===== src/design/uart_cfg.svh =====
/*
  Addresses, bit positions and counts of the serial buffer, status and control block.
  Assumes inclusion by name from the package and the design modules.
*/
`ifndef UART_CFG_SVH
`define UART_CFG_SVH
`define ADDR_DATA_IO 8'h0C
`define IO_MEM_OFS 8'h20
`define ADDR_CTL_B 8'h9A
`define ADDR_STAT_A 8'h9B
`define ST_RXC 7
`define ST_TXC 6
`define ST_UDRE 5
`define ST_FE 4
`define ST_DOR 3
`define ST_PE 2
`define ST_U2X 1
`define ST_MPCM 0
`define CB_RX_DONE_INTERRUPT_ON 7
`define CB_TXCIE 6
`define CB_UDRIE 5
`define CB_RXEN 4
`define CB_TXEN 3
`define CB_SZ2 2
`define CB_RXB8 1
`define CB_TXB8 0
`define SPB_NORMAL 5'h10
`define SPB_DOUBLE 5'h08
`define SIZE_NINE 3'h7
`define SIZE_HI 2
`define NBITS_MIN 4'h5
`define NBITS_EIGHT 4'h8
`define NBITS_NINE 4'h9
`define PAR_ON 1
`define PAR_ODD 0
`define E_NINTH 8
`define E_FE 9
`define E_PE 10
`define E_DOR 11
`define ENTRY_W 12
`define TXW 9
`define BAUD_W 12
`define TX_DEPTH 4
`define RX_DEPTH 2
`endif


===== src/design/uart_pkg.sv =====
/*
  Types of the serial buffer, status and control block: state enums and the state record.
  Assumes uart_cfg.svh is on the include path.
*/
`include "uart_cfg.svh"
package uart_pkg;
  typedef enum logic [4:0] {
    RX_IDLE = 5'h01,
    RX_START = 5'h02,
    RX_DATA = 5'h04,
    RX_PAR = 5'h08,
    RX_STOP = 5'h10
  } rx_state_t;

  typedef enum logic [4:0] {
    TX_IDLE = 5'h01,
    TX_START = 5'h02,
    TX_DATA = 5'h04,
    TX_PAR = 5'h08,
    TX_STOP = 5'h10
  } tx_state_t;

  typedef struct packed {
    rx_state_t rx_st;
    logic [4:0] rx_cnt;
    logic [3:0] rx_bit;
    logic [8:0] rx_sh;
    logic rx_par;
    logic hold_v;
    logic [`ENTRY_W-1:0] hold;
    tx_state_t tx_st;
    logic [4:0] tx_cnt;
    logic [3:0] tx_bit;
    logic [8:0] tx_sh;
    logic tx_par;
    logic tx_on;
    logic txd;
    logic [`BAUD_W-1:0] pre;
    logic txc;
    logic u2x;
    logic mpcm;
    logic rx_done_interrupt_on;
    logic txcie;
    logic udrie;
    logic rxen;
    logic txen;
    logic sz2;
    logic txb8;
    logic [7:0] rdata;
    logic irq_rx;
    logic irq_tx;
    logic irq_udre;
  } uart_state_t;
endpackage : uart_pkg


===== src/design/sync_fifo.sv =====
/*
  Small synchronous FIFO with valid/ready on both sides and a flush.
  Assumes DEPTH is a power of two; one clock, synchronous active-low reset.
*/
`timescale 1ns/1ps
module sync_fifo #(
  parameter int W = 9,
  parameter int DEPTH = 4
)(
  input wire logic clk,
  input wire logic rst_n,
  input wire logic flush,
  input wire logic in_valid,
  output logic in_ready,
  input wire logic [W-1:0] in_data,
  output logic out_valid,
  input wire logic out_ready,
  output logic [W-1:0] out_data
);
  localparam int AW = (DEPTH > 1) ? $clog2(DEPTH) : 1;
  typedef struct packed {
    logic [DEPTH-1:0][W-1:0] mem;
    logic [AW-1:0] wp;
    logic [AW-1:0] rp;
    logic [AW:0] cnt;
  } fifo_state_t;
  fifo_state_t f_r;
  fifo_state_t f_nxt;
  logic push;
  logic pop;

  assign in_ready = (f_r.cnt != (AW+1)'(DEPTH));
  assign out_valid = (f_r.cnt != '0);
  assign out_data = f_r.mem[f_r.rp];

  always_comb
  begin
    f_nxt = f_r;
    push = in_valid && in_ready;
    pop = out_valid && out_ready;
    if (push)
    begin
      f_nxt.mem[f_r.wp] = in_data;
      f_nxt.wp = f_r.wp + AW'(1);
    end
    if (pop)
      f_nxt.rp = f_r.rp + AW'(1);
    if (push && !pop)
      f_nxt.cnt = f_r.cnt + (AW+1)'(1);
    else if (pop && !push)
      f_nxt.cnt = f_r.cnt - (AW+1)'(1);
    if (flush)
    begin
      f_nxt.wp = '0;
      f_nxt.rp = '0;
      f_nxt.cnt = '0;
    end
  end

  always_ff @(posedge clk)
  begin
    if (!rst_n)
      f_r <= '0;
    else
      f_r <= f_nxt;
  end
endmodule : sync_fifo


===== src/design/rx_pin_sync.sv =====
/*
  Three-stage synchroniser for the receive pin; level follows once stages two and three agree.
  Assumes an idle-high serial line.
*/
`timescale 1ns/1ps
module rx_pin_sync (
  input wire logic clk,
  input wire logic rst_n,
  input wire logic pin,
  output logic level
);
  typedef struct packed {
    logic s1;
    logic s2;
    logic s3;
    logic lvl;
  } pin_sync_t;
  pin_sync_t p_r;
  pin_sync_t p_nxt;

  assign level = p_r.lvl;

  always_comb
  begin
    p_nxt = p_r;
    p_nxt.s1 = pin;
    p_nxt.s2 = p_r.s1;
    p_nxt.s3 = p_r.s2;
    if (p_r.s2 == p_r.s3)
      p_nxt.lvl = p_r.s3;
  end

  always_ff @(posedge clk)
  begin
    if (!rst_n)
      p_r <= 4'hF;
    else
      p_r <= p_nxt;
  end
endmodule : rx_pin_sync


===== src/design/uart_buffer_status_control.sv =====
/*
  Software-visible serial transceiver: shared data location, receive queue, status A,
  control B, transmitter and receiver shifters.
  Assumes a CPU I/O bus with one-cycle read/write strobes; baud divisor and format
  settings arrive as plain inputs from outside.
*/
// Functional notes
// - Shared data address: writes go to transmit buffer, reads return oldest received.
// - Short characters: transmitter ignores high bits, receiver returns them zero.
// - Data writes while buffer-empty flag is clear are dropped.
// - Enabled transmitter moves buffered data into empty shifter, then shifts out.
// - Two-entry receive queue advances on every read of the data location.
// - Receive-complete bit 7 shows unread data; receiver disable flushes it.
// - Transmit-complete bit 6 sets when frame ends with nothing buffered.
// - Buffer-empty bit 5 shows free transmit room and is one after reset.
// - Frame-error bit 4 reports zero first stop bit of oldest character.
// - Overrun bit 3 sets on new start with queue and shifter full.
// - Parity-error bit 2 reports failed parity of oldest character.
// - Double-speed bit cuts the divisor from 16 to 8, asynchronous only.
// - Multiprocessor mode drops frames without address information at the receiver.
// - Each interrupt needs its enable, global enable and its flag.
// - Receiver enable takes the receive pin; disable flushes queue and errors.
// - Transmitter disable waits until shifter and buffer are empty.
// - Control B bit 2 is the top character-size bit for both directions.
// - Received ninth bit readable in control B bit 1.
// - Ninth transmit bit comes from control B bit 0.
// - Low I/O registers also answer at offset plus 0x20; extended ones data-space only.
// - Size codes 000 to 011 give 5 to 8 bits, 111 gives nine.
// - Parity field: 00 off, 10 even, 11 odd; generated and checked.
`timescale 1ns/1ps
`include "uart_cfg.svh"
module uart_buffer_status_control #(
  parameter int TX_DEPTH = `TX_DEPTH,
  parameter int RX_DEPTH = `RX_DEPTH
)(
  input wire logic mclk,
  input wire logic rst_n,
  input wire logic [7:0] io_addr,
  input wire logic io_is_io,
  input wire logic io_rd,
  input wire logic io_wr,
  input wire logic [7:0] io_wdata,
  output logic [7:0] io_rdata,
  input wire logic gie,
  input wire logic txc_irq_ack,
  input wire logic [`BAUD_W-1:0] baud_div,
  input wire logic [1:0] char_size_low_bits,
  input wire logic [1:0] parity_mode,
  input wire logic stop_two,
  input wire logic sync_mode_select,
  input wire logic receive_pin,
  output logic transmit_pin,
  output logic tx_pin_own,
  output logic rx_pin_own,
  output logic rx_done_irq,
  output logic tx_done_irq,
  output logic empty_irq
);
  uart_pkg::uart_state_t st_r;
  uart_pkg::uart_state_t st_nxt;
  logic rx_in;
  logic tick;
  logic [4:0] spb;
  logic [4:0] half;
  logic [2:0] size;
  logic [3:0] nbits;
  logic par_on;
  logic acc_data;
  logic acc_ctl;
  logic acc_st;
  logic tx_push;
  logic tx_pop;
  logic rx_pop;
  logic tx_end;
  logic rx_end;
  logic rx_mid;
  logic rx_store;
  logic rx_addr;
  logic [7:0] rd;
  logic t_ready;
  logic t_valid;
  logic [`TXW-1:0] t_data;
  logic q_ready;
  logic q_valid;
  logic [`ENTRY_W-1:0] q_data;

  assign io_rdata = st_r.rdata;
  assign transmit_pin = st_r.txd;
  assign tx_pin_own = st_r.tx_on;
  assign rx_pin_own = st_r.rxen;
  assign rx_done_irq = st_r.irq_rx;
  assign tx_done_irq = st_r.irq_tx;
  assign empty_irq = st_r.irq_udre;

  rx_pin_sync rx_sync (
    .clk(mclk),
    .rst_n(rst_n),
    .pin(receive_pin),
    .level(rx_in)
  );

  // Transmit buffer; a full buffer refuses the write outright
  sync_fifo #(.W(`TXW), .DEPTH(TX_DEPTH)) tx_buf (
    .clk(mclk),
    .rst_n(rst_n),
    .flush(1'b0),
    .in_valid(tx_push),
    .in_ready(t_ready),
    .in_data({st_r.txb8, io_wdata}),
    .out_valid(t_valid),
    .out_ready(tx_pop),
    .out_data(t_data)
  );

  // Receive queue of entries {overrun, parity, frame, ninth bit, data}
  sync_fifo #(.W(`ENTRY_W), .DEPTH(RX_DEPTH)) rx_queue (
    .clk(mclk),
    .rst_n(rst_n),
    .flush(!st_r.rxen),
    .in_valid(st_r.hold_v),
    .in_ready(q_ready),
    .in_data(st_r.hold),
    .out_valid(q_valid),
    .out_ready(rx_pop),
    .out_data(q_data)
  );

  always_comb
  begin
    st_nxt = st_r;
    tick = (st_r.pre == '0);
    st_nxt.pre = tick ? baud_div : st_r.pre - `BAUD_W'(1);
    spb = (st_r.u2x && !sync_mode_select) ? `SPB_DOUBLE : `SPB_NORMAL;
    half = spb >> 1;
    size = {st_r.sz2, char_size_low_bits};
    if (!size[`SIZE_HI])
      nbits = `NBITS_MIN + {2'b00, size[1:0]};
    else if (size == `SIZE_NINE)
      nbits = `NBITS_NINE;
    else
      nbits = `NBITS_EIGHT; // Reserved codes behave as eight bits
    par_on = parity_mode[`PAR_ON];
    acc_data = io_is_io ? (io_addr == `ADDR_DATA_IO) : (io_addr == `ADDR_DATA_IO + `IO_MEM_OFS);
    acc_ctl = !io_is_io && (io_addr == `ADDR_CTL_B);
    acc_st = !io_is_io && (io_addr == `ADDR_STAT_A);
    tx_push = io_wr && acc_data;
    rx_pop = io_rd && acc_data && q_valid;
    tx_pop = 1'b0;
    rx_store = 1'b0;
    rx_addr = 1'b0;
    tx_end = tick && (st_r.tx_cnt == spb - 5'h01);
    rx_end = tick && (st_r.rx_cnt == spb - 5'h01);
    rx_mid = tick && (st_r.rx_cnt == half - 5'h01);

    // Register writes
    if (io_wr && acc_ctl)
    begin
      st_nxt.rx_done_interrupt_on = io_wdata[`CB_RX_DONE_INTERRUPT_ON];
      st_nxt.txcie = io_wdata[`CB_TXCIE];
      st_nxt.udrie = io_wdata[`CB_UDRIE];
      st_nxt.rxen = io_wdata[`CB_RXEN];
      st_nxt.txen = io_wdata[`CB_TXEN];
      st_nxt.sz2 = io_wdata[`CB_SZ2];
      st_nxt.txb8 = io_wdata[`CB_TXB8];
    end
    // Error positions are read-only here, so stray ones written there do no harm
    if (io_wr && acc_st)
    begin
      st_nxt.u2x = io_wdata[`ST_U2X];
      st_nxt.mpcm = io_wdata[`ST_MPCM];
      if (io_wdata[`ST_TXC])
        st_nxt.txc = 1'b0;
    end
    if (txc_irq_ack)
      st_nxt.txc = 1'b0;

    // Register reads; error bits follow the oldest entry
    rd = 8'h00;
    if (acc_data && q_valid)
      rd = q_data[7:0];
    if (acc_st)
    begin
      rd[`ST_RXC] = q_valid;
      rd[`ST_TXC] = st_r.txc;
      rd[`ST_UDRE] = t_ready;
      rd[`ST_FE] = q_valid & q_data[`E_FE];
      rd[`ST_DOR] = q_valid & q_data[`E_DOR];
      rd[`ST_PE] = q_valid & q_data[`E_PE];
      rd[`ST_U2X] = st_r.u2x;
      rd[`ST_MPCM] = st_r.mpcm;
    end
    if (acc_ctl)
    begin
      rd[`CB_RX_DONE_INTERRUPT_ON] = st_r.rx_done_interrupt_on;
      rd[`CB_TXCIE] = st_r.txcie;
      rd[`CB_UDRIE] = st_r.udrie;
      rd[`CB_RXEN] = st_r.rxen;
      rd[`CB_TXEN] = st_r.txen;
      rd[`CB_SZ2] = st_r.sz2;
      rd[`CB_RXB8] = q_valid & q_data[`E_NINTH];
      rd[`CB_TXB8] = st_r.txb8;
    end
    if (io_rd)
      st_nxt.rdata = rd;

    // Transmitter
    if (tick)
      st_nxt.tx_cnt = tx_end ? 5'h00 : st_r.tx_cnt + 5'h01;
    case (st_r.tx_st)
      uart_pkg::TX_IDLE:
      begin
        st_nxt.txd = 1'b1;
        if (st_r.tx_on && t_valid)
        begin
          tx_pop = 1'b1;
          st_nxt.tx_sh = t_data;
          st_nxt.tx_par = 1'b0;
          st_nxt.tx_cnt = 5'h00;
          st_nxt.txd = 1'b0;
          st_nxt.tx_st = uart_pkg::TX_START;
        end
      end
      uart_pkg::TX_START:
      begin
        if (tx_end)
        begin
          st_nxt.tx_bit = 4'h0;
          st_nxt.txd = st_r.tx_sh[0];
          st_nxt.tx_st = uart_pkg::TX_DATA;
        end
      end
      uart_pkg::TX_DATA:
      begin
        if (tx_end)
        begin
          st_nxt.tx_par = st_r.tx_par ^ st_r.tx_sh[st_r.tx_bit];
          if (st_r.tx_bit == nbits - 4'h1)
          begin
            st_nxt.tx_bit = 4'h0;
            if (par_on)
            begin
              st_nxt.txd = st_r.tx_par ^ st_r.tx_sh[st_r.tx_bit] ^ parity_mode[`PAR_ODD];
              st_nxt.tx_st = uart_pkg::TX_PAR;
            end
            else
            begin
              st_nxt.txd = 1'b1;
              st_nxt.tx_st = uart_pkg::TX_STOP;
            end
          end
          else
          begin
            st_nxt.tx_bit = st_r.tx_bit + 4'h1;
            st_nxt.txd = st_r.tx_sh[st_r.tx_bit + 4'h1];
          end
        end
      end
      uart_pkg::TX_PAR:
      begin
        if (tx_end)
        begin
          st_nxt.txd = 1'b1;
          st_nxt.tx_st = uart_pkg::TX_STOP;
        end
      end
      uart_pkg::TX_STOP:
      begin
        if (tx_end)
        begin
          if (stop_two && st_r.tx_bit == 4'h0)
            st_nxt.tx_bit = 4'h1;
          else
          begin
            st_nxt.tx_st = uart_pkg::TX_IDLE;
            if (!t_valid)
              st_nxt.txc = 1'b1;
          end
        end
      end
      default:
      begin
        st_nxt.txd = 1'b1;
        st_nxt.tx_st = uart_pkg::TX_IDLE;
      end
    endcase
    // Pin stays owned until the last pending frame is out
    st_nxt.tx_on = st_r.txen | (st_r.tx_on & ((st_r.tx_st != uart_pkg::TX_IDLE) | t_valid));

    // Receiver; the held character drains into the queue when room appears
    st_nxt.hold_v = st_r.hold_v & ~q_ready;
    if (tick)
      st_nxt.rx_cnt = (rx_end || rx_mid && st_r.rx_st == uart_pkg::RX_START) ? 5'h00 : st_r.rx_cnt + 5'h01;
    case (st_r.rx_st)
      uart_pkg::RX_IDLE:
      begin
        if (!rx_in)
        begin
          st_nxt.rx_cnt = 5'h00;
          st_nxt.rx_st = uart_pkg::RX_START;
          if (st_r.hold_v && !q_ready)
            st_nxt.hold[`E_DOR] = 1'b1;
        end
      end
      uart_pkg::RX_START:
      begin
        // Glitch shorter than half a bit is not a start
        if (rx_mid)
        begin
          st_nxt.rx_bit = 4'h0;
          st_nxt.rx_sh = 9'h000;
          st_nxt.rx_par = 1'b0;
          st_nxt.rx_st = rx_in ? uart_pkg::RX_IDLE : uart_pkg::RX_DATA;
        end
      end
      uart_pkg::RX_DATA:
      begin
        if (rx_end)
        begin
          st_nxt.rx_sh[st_r.rx_bit] = rx_in;
          st_nxt.rx_par = st_r.rx_par ^ rx_in;
          if (st_r.rx_bit == nbits - 4'h1)
            st_nxt.rx_st = par_on ? uart_pkg::RX_PAR : uart_pkg::RX_STOP;
          else
            st_nxt.rx_bit = st_r.rx_bit + 4'h1;
        end
      end
      uart_pkg::RX_PAR:
      begin
        if (rx_end)
        begin
          st_nxt.rx_par = st_r.rx_par ^ rx_in;
          st_nxt.rx_st = uart_pkg::RX_STOP;
        end
      end
      uart_pkg::RX_STOP:
      begin
        if (rx_end)
        begin
          st_nxt.rx_st = uart_pkg::RX_IDLE;
          rx_addr = st_r.rx_sh[nbits - 4'h1];
          rx_store = !(st_r.mpcm && !rx_addr);
        end
      end
      default:
        st_nxt.rx_st = uart_pkg::RX_IDLE;
    endcase
    // A frame finishing while the shifter still holds one is lost
    if (rx_store && !st_nxt.hold_v)
    begin
      st_nxt.hold_v = 1'b1;
      st_nxt.hold = {1'b0, par_on & (st_r.rx_par ^ parity_mode[`PAR_ODD]), !rx_in, st_r.rx_sh};
    end
    if (!st_r.rxen)
    begin
      st_nxt.rx_st = uart_pkg::RX_IDLE;
      st_nxt.hold_v = 1'b0;
    end

    st_nxt.irq_rx = st_r.rx_done_interrupt_on & gie & q_valid;
    st_nxt.irq_tx = st_r.txcie & gie & st_r.txc;
    st_nxt.irq_udre = st_r.udrie & gie & t_ready;
  end

  always_ff @(posedge mclk)
  begin
    if (!rst_n)
    begin
      st_r <= '0;
      st_r.txd <= 1'b1;
      st_r.rx_st <= uart_pkg::RX_IDLE;
      st_r.tx_st <= uart_pkg::TX_IDLE;
    end
    else
      st_r <= st_nxt;
  end
endmodule : uart_buffer_status_control


===== config.mk =====
export PLATFORM = sky130hd
export DESIGN_NAME = uart_buffer_status_control
export DESIGN_NICKNAME = d
export VERILOG_FILES = /design/src/design/uart_pkg.sv /design/src/design/sync_fifo.sv /design/src/design/rx_pin_sync.sv /design/src/design/uart_buffer_status_control.sv
export VERILOG_INCLUDE_DIRS = /design/src /design/src/design
export SDC_FILE = /design/constraint.sdc
export NUM_CORES = 1
export LEC_CHECK = 0
export BUFFER_PORTS_ARGS = -buffer_cell sky130_fd_sc_hd__buf_2
export CAP_MARGIN = 20
export CORE_AREA = 2 2 160 100
export CTS_BUF_LIST = sky130_fd_sc_hd__clkbuf_4
export DETAILED_ROUTE_END_ITERATION = 6
export DIE_AREA = 0 0 162 102
export GPL_TIMING_DRIVEN = 0
export HOLD_SLACK_MARGIN = 0.05
export PLACE_DENSITY = 0.75
export SYNTH_ARGS = -nofsm -noshare
export SYNTH_HDL_FRONTEND = slang
export SYNTH_SLANG_ARGS = --single-unit

===== constraint.sdc =====
create_clock -name mclk -period 2.69 [get_ports mclk]
set_input_delay 0.538 -clock mclk [delete_from_list [all_inputs] [get_ports mclk]]
set_output_delay 0.538 -clock mclk [all_outputs]
set_load 0.05 [all_outputs]

== After elaboration in Yosys (flattened, before gate mapping) ==
Cells that the tools add are included.
Storage, ports and cells
  register bits after elaboration: 171
  input bits: 42
Cells by class
  $add $sub $neg: 17
  magnitude comparators: 11
  equal/unequal tests: 39
  muxes and demuxes: 91
  bitwise gates (word level): 23
  reductions and logical operators: 63
Operators with widths (number)
  5-bit two-way mux: 19
  5-bit one-hot mux with 5 select lines: 2
  12-bit two-way mux: 4
  36-bit bitwise mux: 1
  2-bit != test (second input constant): 16
  1-bit logical AND: 29
  1-bit two-way mux: 28
  14-bit two-way mux: 2
  4-bit two-way mux: 7
  13-bit one-hot mux with 2 select lines: 1
  24-bit bitwise mux: 1
  8-bit two-way mux: 3
  4-bit by 5-bit less-than comparator with 1-bit output (second input constant): 4
  10-bit two-way mux: 2
  9-bit binary-select mux with 2-bit select: 1
  9-bit demux with 2-bit select: 1
  9-bit two-way mux: 2
  8-bit == test (second input constant): 2
  5-bit == test: 3
  1-bit bitwise AND: 13
  13-bit two-way mux: 1
  1-bit binary-select mux with 4-bit select: 3
  12-bit demux with 1-bit select: 1
  12-bit logical NOT: 1
  other kinds (52): 97

== Logic depth before layout (Yosys ltp) ==
Gate-level depths: netlist of the first run.
  word-level depth: 13
  depth in mapped cells: 11
  mapped depth without buffers: 10

== By module ==
A second synthesis of the first run with hierarchy kept.
Second synthesis, totals
  cells, all modules: 971
  area total of the unflattened synthesis: 8918.6 um^2
By module, submodules not included
  uart_buffer_status_control: times used 1, cells an instance 653, area each 5561.6 um^2, seq. area each 1921.8 um^2
  sync_fifo at tx_buf: times used 1, cells an instance 182, area each 1971.9 um^2, seq. area each 860.8 um^2
  sync_fifo at rx_queue: times used 1, cells an instance 126, area each 1272.5 um^2, seq. area each 560.5 um^2
  rx_pin_sync: times used 1, cells an instance 10, area each 112.6 um^2, seq. area each 80.1 um^2

== Least setup slack after synthesis of the first run ==
No wires, ideal clock.
  kind: input -> register
  start point: in char_size_low_bits[0]
  end point: reg st_r[56] (netlist name)
  arrival: 2.710 ns
  data required time: 2.618 ns
  setup slack: -0.092 ns
  stages on the path: 9
  path buffers: 0
  cell sequence: ha_1 -> nand2b_1 -> nand2_1 -> ha_1 -> xor2_1 -> xor2_1 -> o41a_1 -> nor3_2 -> mux2i_1
Between the ends
  cells in the longest elaborated chain, start to end: 7
  elaborated cells on any way between the ends: 8
  classes of those cells: add/sub (2); eq/ne (3); mux (2); reduce/logical (1)
RTL lines
  start: declaration: line uart_buffer_status_control.sv:47  | input wire logic [1:0] char_size_low_bits,
  parallel branches: the longest is 2 deep, another holds 3-bit by 2-bit adder with 4-bit output
  4-bit two-way mux *: line uart_buffer_status_control.sv:136  | if (!size[`SIZE_HI])
  4-bit by 1-bit subtractor with 4-bit output *: line uart_buffer_status_control.sv:237  | if (st_r.tx_bit == nbits - 4'h1)
  4-bit == test *: line uart_buffer_status_control.sv:237
  2-bit != test (no source line) *
  7-bit AND reduction (no source line) *
  end signal: assignment: line uart_buffer_status_control.sv:374  | st_r <= st_nxt;
  end: declaration: line uart_buffer_status_control.sv:59  | uart_pkg::uart_state_t st_r;
Mark *: on every way between the ends.
A chain may end at the register's enable or synchronous reset.

== Worst setup path after layout of the first run ==
  start point: reg st_r (netlist bit size[2])
  end point: reg st_r[56] (netlist name)
Between the ends
  cells in the longest elaborated chain, start to end: 7
RTL lines
  3-bit == test (no source line)
  1-bit two-way mux: line uart_buffer_status_control.sv:138  | else if (size == `SIZE_NINE)
  4-bit two-way mux *: line uart_buffer_status_control.sv:136
  4-bit by 1-bit subtractor with 4-bit output *: line uart_buffer_status_control.sv:237
  4-bit == test *: line uart_buffer_status_control.sv:237
  2-bit != test (no source line) *
  7-bit AND reduction (no source line) *
Every way passes the cells marked *; elsewhere a longest branch is shown, timed or not.

==> results of run 1 <==
-- kinds of logic (layout without fill, tap and decap cells) --
family                     after synthesis  in the layout  share of synthesized area
muxes                                  103            103                      0.145
xor gates and xnor gates                42             42                     0.0470
AOI/OAI and AO/OA                      157            157                      0.120
adders and majority gates               20             20                     0.0306
and+or+nand+nor                        362            362                      0.210
buffers and inverters                   80            175                     0.0409
DFF                                    171            171                      0.407
-- power groups by stage --
stage | clock [uW] | sequential, uW | combinational [uW]
final | 1700 | 2770 | 955
after global routing | 1840 | 2790 | 1050
after CTS | 1730 | 2770 | 919
after detailed placement | 0 | 2820 | 896
after global placement | 0 | 2820 | 873
after floorplan | 0 | 2810 | 677
-- final timing paths --
check        cells after the start                     endpoint  slack [ns]                        start
min reg2reg                      1  rx_sync.p_nxt[1]$_SDFF_PN1_        0.43  rx_sync.p_nxt[2]$_SDFF_PN1_
max reg2reg                      5        st_r[56]$_SDFFE_PN0P_         0.1         size[2]$_SDFFE_PN0P_
max                              5        st_r[56]$_SDFFE_PN0P_         0.1         size[2]$_SDFFE_PN0P_
min                              2  rx_sync.p_nxt[2]$_SDFF_PN1_        0.13                  receive_pin
-- cell usage after synthesis, types with 7 or more instances --
| cell | count |
|---|---|
| a211oi_1 | 15 |
| a21o_1 | 8 |
| o21ai_0 | 17 |
| dfxtp_1 | 171 |
| buf_4 | 8 |
| nor3_1 | 10 |
| mux4_2 | 15 |
| nand4_1 | 11 |
| nand2b_1 | 14 |
| o21a_1 | 7 |
| a21oi_1 | 63 |
| o211ai_1 | 10 |
| ha_1 | 19 |
| nor2_1 | 116 |
| xor2_1 | 23 |
| nor2b_1 | 11 |
| clkbuf_1 | 40 |
| xnor2_1 | 17 |
| nand2_1 | 121 |
| inv_1 | 19 |
| nor3b_1 | 7 |
| mux2i_1 | 88 |
| nand3_1 | 20 |
| o22ai_1 | 7 |
-- area by class of cell --
type	instances	area (um2)
Buffer	58	263
Clock buffer	17	128
Clock inverter	15	221
Tap cell	203	254
Multi-Input combinational cell	684	4780
Timing Repair Buffer	64	348
Fill cell	1302	5480
Sequential cell	171	3430
Inverter	21	78.8
-- metal layers --
metal	vias up	routed length [um]	GRT usage
li1	3440	-	-
met1	3338	11000	0.401
met3	25	1460	0.0552
met5	-	0	0
met4	0	205	0.0551
met2	232	8460	0.376
-- metrics by stage --
step,TNS (ns),area (um2)
2_1_floorplan,0,8440
3_3_place_gp,-13.10,8960
3_5_place_dp,-15.47,8960
4_1_cts,0,9350
5_1_grt,-0.118,9500
6_report,0,9500
-- registers in the layout, summed over array words and instances, names as in the netlist, 2 cells and up --
signal,flops
rx_sync.p_nxt,2
tx_buf.f_r,43
io_rdata,8
st_r,81
rx_queue.f_r,28
-- cell usage in the layout, fill, tap and decap left out, drive strengths merged, types with 6 or more instances in the layout --
cell	instances
dfxtp	171
clkbuf	57
or3	6
nand3	21
nand2b	14
a21oi	63
mux2i	88
nand2	121
clkinv	6
o22ai	7
o21a	7
nor3	11
nand4	12
xnor2	17
nor2	116
a211oi	15
nor4	8
mux4	15
nor3b	7
nor2b	11
inv	30
xor2	23
a21o	8
buf	82
o21ai	20
and2	6
o211ai	10
ha	19
-- critical path, cell delays in order (launching register included) --
cell	delay, ns
dfxtp_4	0.43
o31ai_1	0.77
xor2_1	0.20
o41a_1	0.59
nor3_4	0.31
mux2i_1	0.22
-- timing repair --
item / 4_1_cts / 5_1_grt
cloned: 0 / 1
setup endpoints to repair: 31 / 37
resized for setup: 8 / 17
buffers inserted: 1 / 9
pin swaps: 3 / 7
==> results.cfg, run 1 <==
[placement]
dpl.hpwl_mm = 15.4
portBuffers = 53
post-place-cells = 1191
dp_slack_ns = -0.654
gp_congestion = 0.866

[drt]
vias = 7035
drtPass1Iterations = 5
viasPerCell = 5.71
dr.first_iter.drc_count = 656
drc = 0
postRouteAntennaNets = 0
totalWireLength_mm = 21.1
wl_per_cell_um = 17.2

[layout]
drive_above_1_share = 0.154
area_delta_synth_final_pct = 12.9
nets = 1079
instances_no_fill = 1233
antenna_cells = 0
fin_util = 0.634

[synth]
syn_nets = 997
yosys.area.top_type = dfxtp_1
synth-seq-cells = 171
synth_area_um2 = 8420
syn_inst = 935
ys.flop_type = dfxtp_1
yosys_warnings = 0
seq_area_frac_synth = 0.407
synthArstFlopShare = 0
ys_top_cells_by_area = dfxtp_1 (41%), mux2i_1 (10%), nand2_1 (5.4%), nor2_1 (5.2%), mux4_2 (4.0%)
ys_types = 70
synth_edf_count = 0
netlist.area_leader.share = 0.407
syn_area_per_cell_um2 = 9.00

[grt]
antenna_found_initial = 0
grt_max_degree = 23
grt_usage = 0.261
first_global_vias = 6462
grt_pass1_wl_mm = 33.8
grt_overflow = 0

[floorplan]
start_util = 0.562
rows = 35
dieArea_um2 = 16500
io_pins = 56
die_h_um = 102
core_um2 = 15000
die_w_um = 162

[run]
cap_violations = 0

[power]
max-vdd-ir-drop_mv = 0.415
seqPwrFrac = 0.511
pwr-share-clk = 0.313
power.total_uw = 5430
power.net_switching_uw = 1880
power_leakage_uw = 0.00351
powerDensity_nw_per_um2 = 572
p_sw_frac = 0.345
combPwrFrac = 0.176
p_int_uw = 3550

[sta]
skew_ns = 0.0365
setup_violations = 0
fmax_mhz = 386
hold_viol = 0
slew_violations = 0
hold_slack_ns = 0.130
worst_slew_pin_slew_ns = 0.970
timing.final.crit_share = 0.964
slew_headroom = 0.348
fin_ws_ns = 0.0976
finalCriticalPeriod_ns = 2.59

[clock_network]
cts_root_buf = clkbuf_4
cts.sinks = 171
clock_path_buffers = 2
insertion_delay_ns = 0.62
cts_tree = built
ctsHtreeMaxLevel = 4
hold_buffers = 0
cts.clk_slew.worst_paths_ns = 0.17
cts_made_buffers = 17

[outcome]
status = complete, no violations

[setup_path]
worst-setup-path-type = reg -> reg
crit_required_ns = 3.22
cp-start-kind = flop
arrival_ns = 3.12
cp-end-kind = flop
crit_fanout = 8

[hold_path]
hold_class = in -> reg
Power figures use the tool's default switching activity.
==> run 2, diff against run 1 <==
--- a/config.mk
+++ b/config.mk
@@ -8,13 +8,14 @@
 export LEC_CHECK = 0
 export BUFFER_PORTS_ARGS = -buffer_cell sky130_fd_sc_hd__buf_2
 export CAP_MARGIN = 20
-export CORE_AREA = 2 2 160 100
+export CORE_AREA = 2 2 153 95
 export CTS_BUF_LIST = sky130_fd_sc_hd__clkbuf_4
 export DETAILED_ROUTE_END_ITERATION = 6
-export DIE_AREA = 0 0 162 102
+export DIE_AREA = 0 0 155 97
 export GPL_TIMING_DRIVEN = 0
 export HOLD_SLACK_MARGIN = 0.05
-export PLACE_DENSITY = 0.75
+export PLACE_DENSITY = 0.78
+export REMOVE_ABC_BUFFERS = 1
 export SYNTH_ARGS = -nofsm -noshare
 export SYNTH_HDL_FRONTEND = slang
 export SYNTH_SLANG_ARGS = --single-unit
==> constraint.sdc (replaced) <==
create_clock -name mclk -period 2.5 [get_ports mclk]
set_input_delay 0.5 -clock mclk [delete_from_list [all_inputs] [get_ports mclk]]
set_output_delay 0.5 -clock mclk [all_outputs]
set_load 0.05 [all_outputs]
==> run 2 against run 1 <==
  * Non-clock buffer count shrank 50
  * Sequential cell count unchanged
  * Clock power fell by 5%
  * Global-route usage grew 1.2 points
  * Worst setup slack got worse by 0.033 ns
  * Utilization increased by 5.7 points
  * Sequential power increased by 7.9%
  * Die area decreased by 9.0%
  * Largest power group unchanged
==> results.cfg, run 2 (synthesis results as in run 1) <==
[outcome]
status = complete, no violations

[power]
power_leakage_uw = 0.00343
power.total_uw = 5720
seqPwrFrac = 0.522
p_int_uw = 3870
combPwrFrac = 0.196
power.net_switching_uw = 1860
max-vdd-ir-drop_mv = 0.390
powerDensity_nw_per_um2 = 613
pwr-share-clk = 0.282
p_sw_frac = 0.324

[drt]
wl_per_cell_um = 17.6
drc = 0
drtPass1Iterations = 5
viasPerCell = 5.95
totalWireLength_mm = 20.4
vias = 6876
postRouteAntennaNets = 0
dr.first_iter.drc_count = 663

[sta]
finalCriticalPeriod_ns = 2.44
fmax_mhz = 411
setup_violations = 0
worst_slew_pin_slew_ns = 0.800
slew_headroom = 0.465
slew_violations = 0
fin_ws_ns = 0.0649
skew_ns = 0.0356
hold_viol = 0
timing.final.crit_share = 0.974
rsz0062_at_grt = true

[floorplan]
die_h_um = 97
die_w_um = 155
core_um2 = 13500
start_util = 0.623
rows = 33
dieArea_um2 = 15000
io_pins = 56

[clock_network]
cts.clk_slew.worst_paths_ns = 0.15
insertion_delay_ns = 0.60
cts_root_buf = clkbuf_4
clock_path_buffers = 2
cts_tree = built
cts_made_buffers = 17
hold_buffers = 0
cts.sinks = 171
ctsHtreeMaxLevel = 4

[run]
cap_violations = 0

[setup_path]
critPathLaunch = size[2]$_SDFFE_PN0P_
cp-start-kind = flop
crit_fanout = 8
crit_required_ns = 3.01
arrival_ns = 2.95
cp-end-kind = flop
worst-setup-path-type = reg -> reg
worstReg2RegStart = size[2]$_SDFFE_PN0P_

[layout]
final_common_cell = dfxtp_1
nFillCells = 1070
area_delta_synth_final_pct = 10.9
final_cell_mix = dfxtp_1 (169), nand2_1 (120), nor2_1 (115), mux2i_1 (87), a21oi_1 (63)
multiInputGateArea_um2 = 4870
area.sequential_um2 = 3430
largest_reg_flops = 81
antenna_cells = 0
largest-register = st_r
largestRegisters = st_r: 81 flops, tx_buf.f_r: 43 flops, rx_queue.f_r: 28 flops
drive_above_1_share = 0.166
nets = 1030

[grt]
antenna_found_initial = 0
grt_overflow = 0
grt_pass1_wl_mm = 32.5
first_global_vias = 6100
grt_max_degree = 69
grt_usage = 0.274

[hold_path]
hold_path.startpoint = receive_pin
hold_class = in -> reg

[placement]
portBuffers = 55
dpl.hpwl_mm = 14.0
gp_congestion = 0.906
dp_slack_ns = -1.13
## run 2: what timing repair did
action / in CTS / in global routing
buffers inserted: 10 / 6
pin swaps: 7 / 10
gates resized for setup: 25 / 18
gates cloned: 1 / 0
endpoints found under the setup margin: 101 / 42
## run 2: worst paths after layout
kind	endpoint	depth (start not counted)	slack, ns
max	st_r[57]$_SDFFE_PN0P_	5	0.06
max reg2reg	st_r[57]$_SDFFE_PN0P_	5	0.06
min	rx_sync.p_nxt[2]$_SDFF_PN1_	2	0.09
min reg2reg	rx_sync.p_nxt[1]$_SDFF_PN1_	1	0.42
## run 2: area by class of cell
| cell class | count | area share |
|---|---|---|
| flip-flops and latches | 171 | 0.367 |
| multi-input cells | 685 | 0.522 |
| well taps | 175 | 0.0235 |
| inverters | 21 | 0.00911 |
| clock buffers | 17 | 0.0137 |
| repair buffers | 72 | 0.0483 |
| clock inverters | 15 | 0.0165 |
## run 2: per-stage QoR
step                cells  utilization  setup TNS (ns)  cell area [um2]  hold slack (ns)
floorplan             876            -          -17.49             8150            0.386
global placement     1106        0.640         -241.60             8640            0.390
detailed placement   1107        0.642          -61.10             8670            0.393
CTS                  1150        0.679         -0.0265             9170           0.0746
global route         1156        0.691          -0.102             9340           0.0646
finish               1156        0.691               0             9340           0.0918
## run 2: power groups by stage
stage	Combinational [uW]	Clock [uW]	Sequential, uW
final	1120	1620	2990
after global routing	1220	1770	3000
after CTS	1040	1640	2980
after detailed placement	931	0	3040
after global placement	904	0	3030
after floorplan	682	0	3030
## run 2: per-layer routing
layer,GRT usage,up-vias,part of all wire
li1,-,3342,-
met1,0.433,3233,0.49
met2,0.367,274,0.41
met3,0.0659,27,0.086
met4,0.0684,0,0.013
met5,0,-,0
## run 2: critical path: stages (launching register included)
cell and delay (ns):
dfxtp_4 0.40, o31ai_2 0.65, xor2_1 0.19, o41a_1 0.56
nor3_4 0.34, mux2i_1 0.21
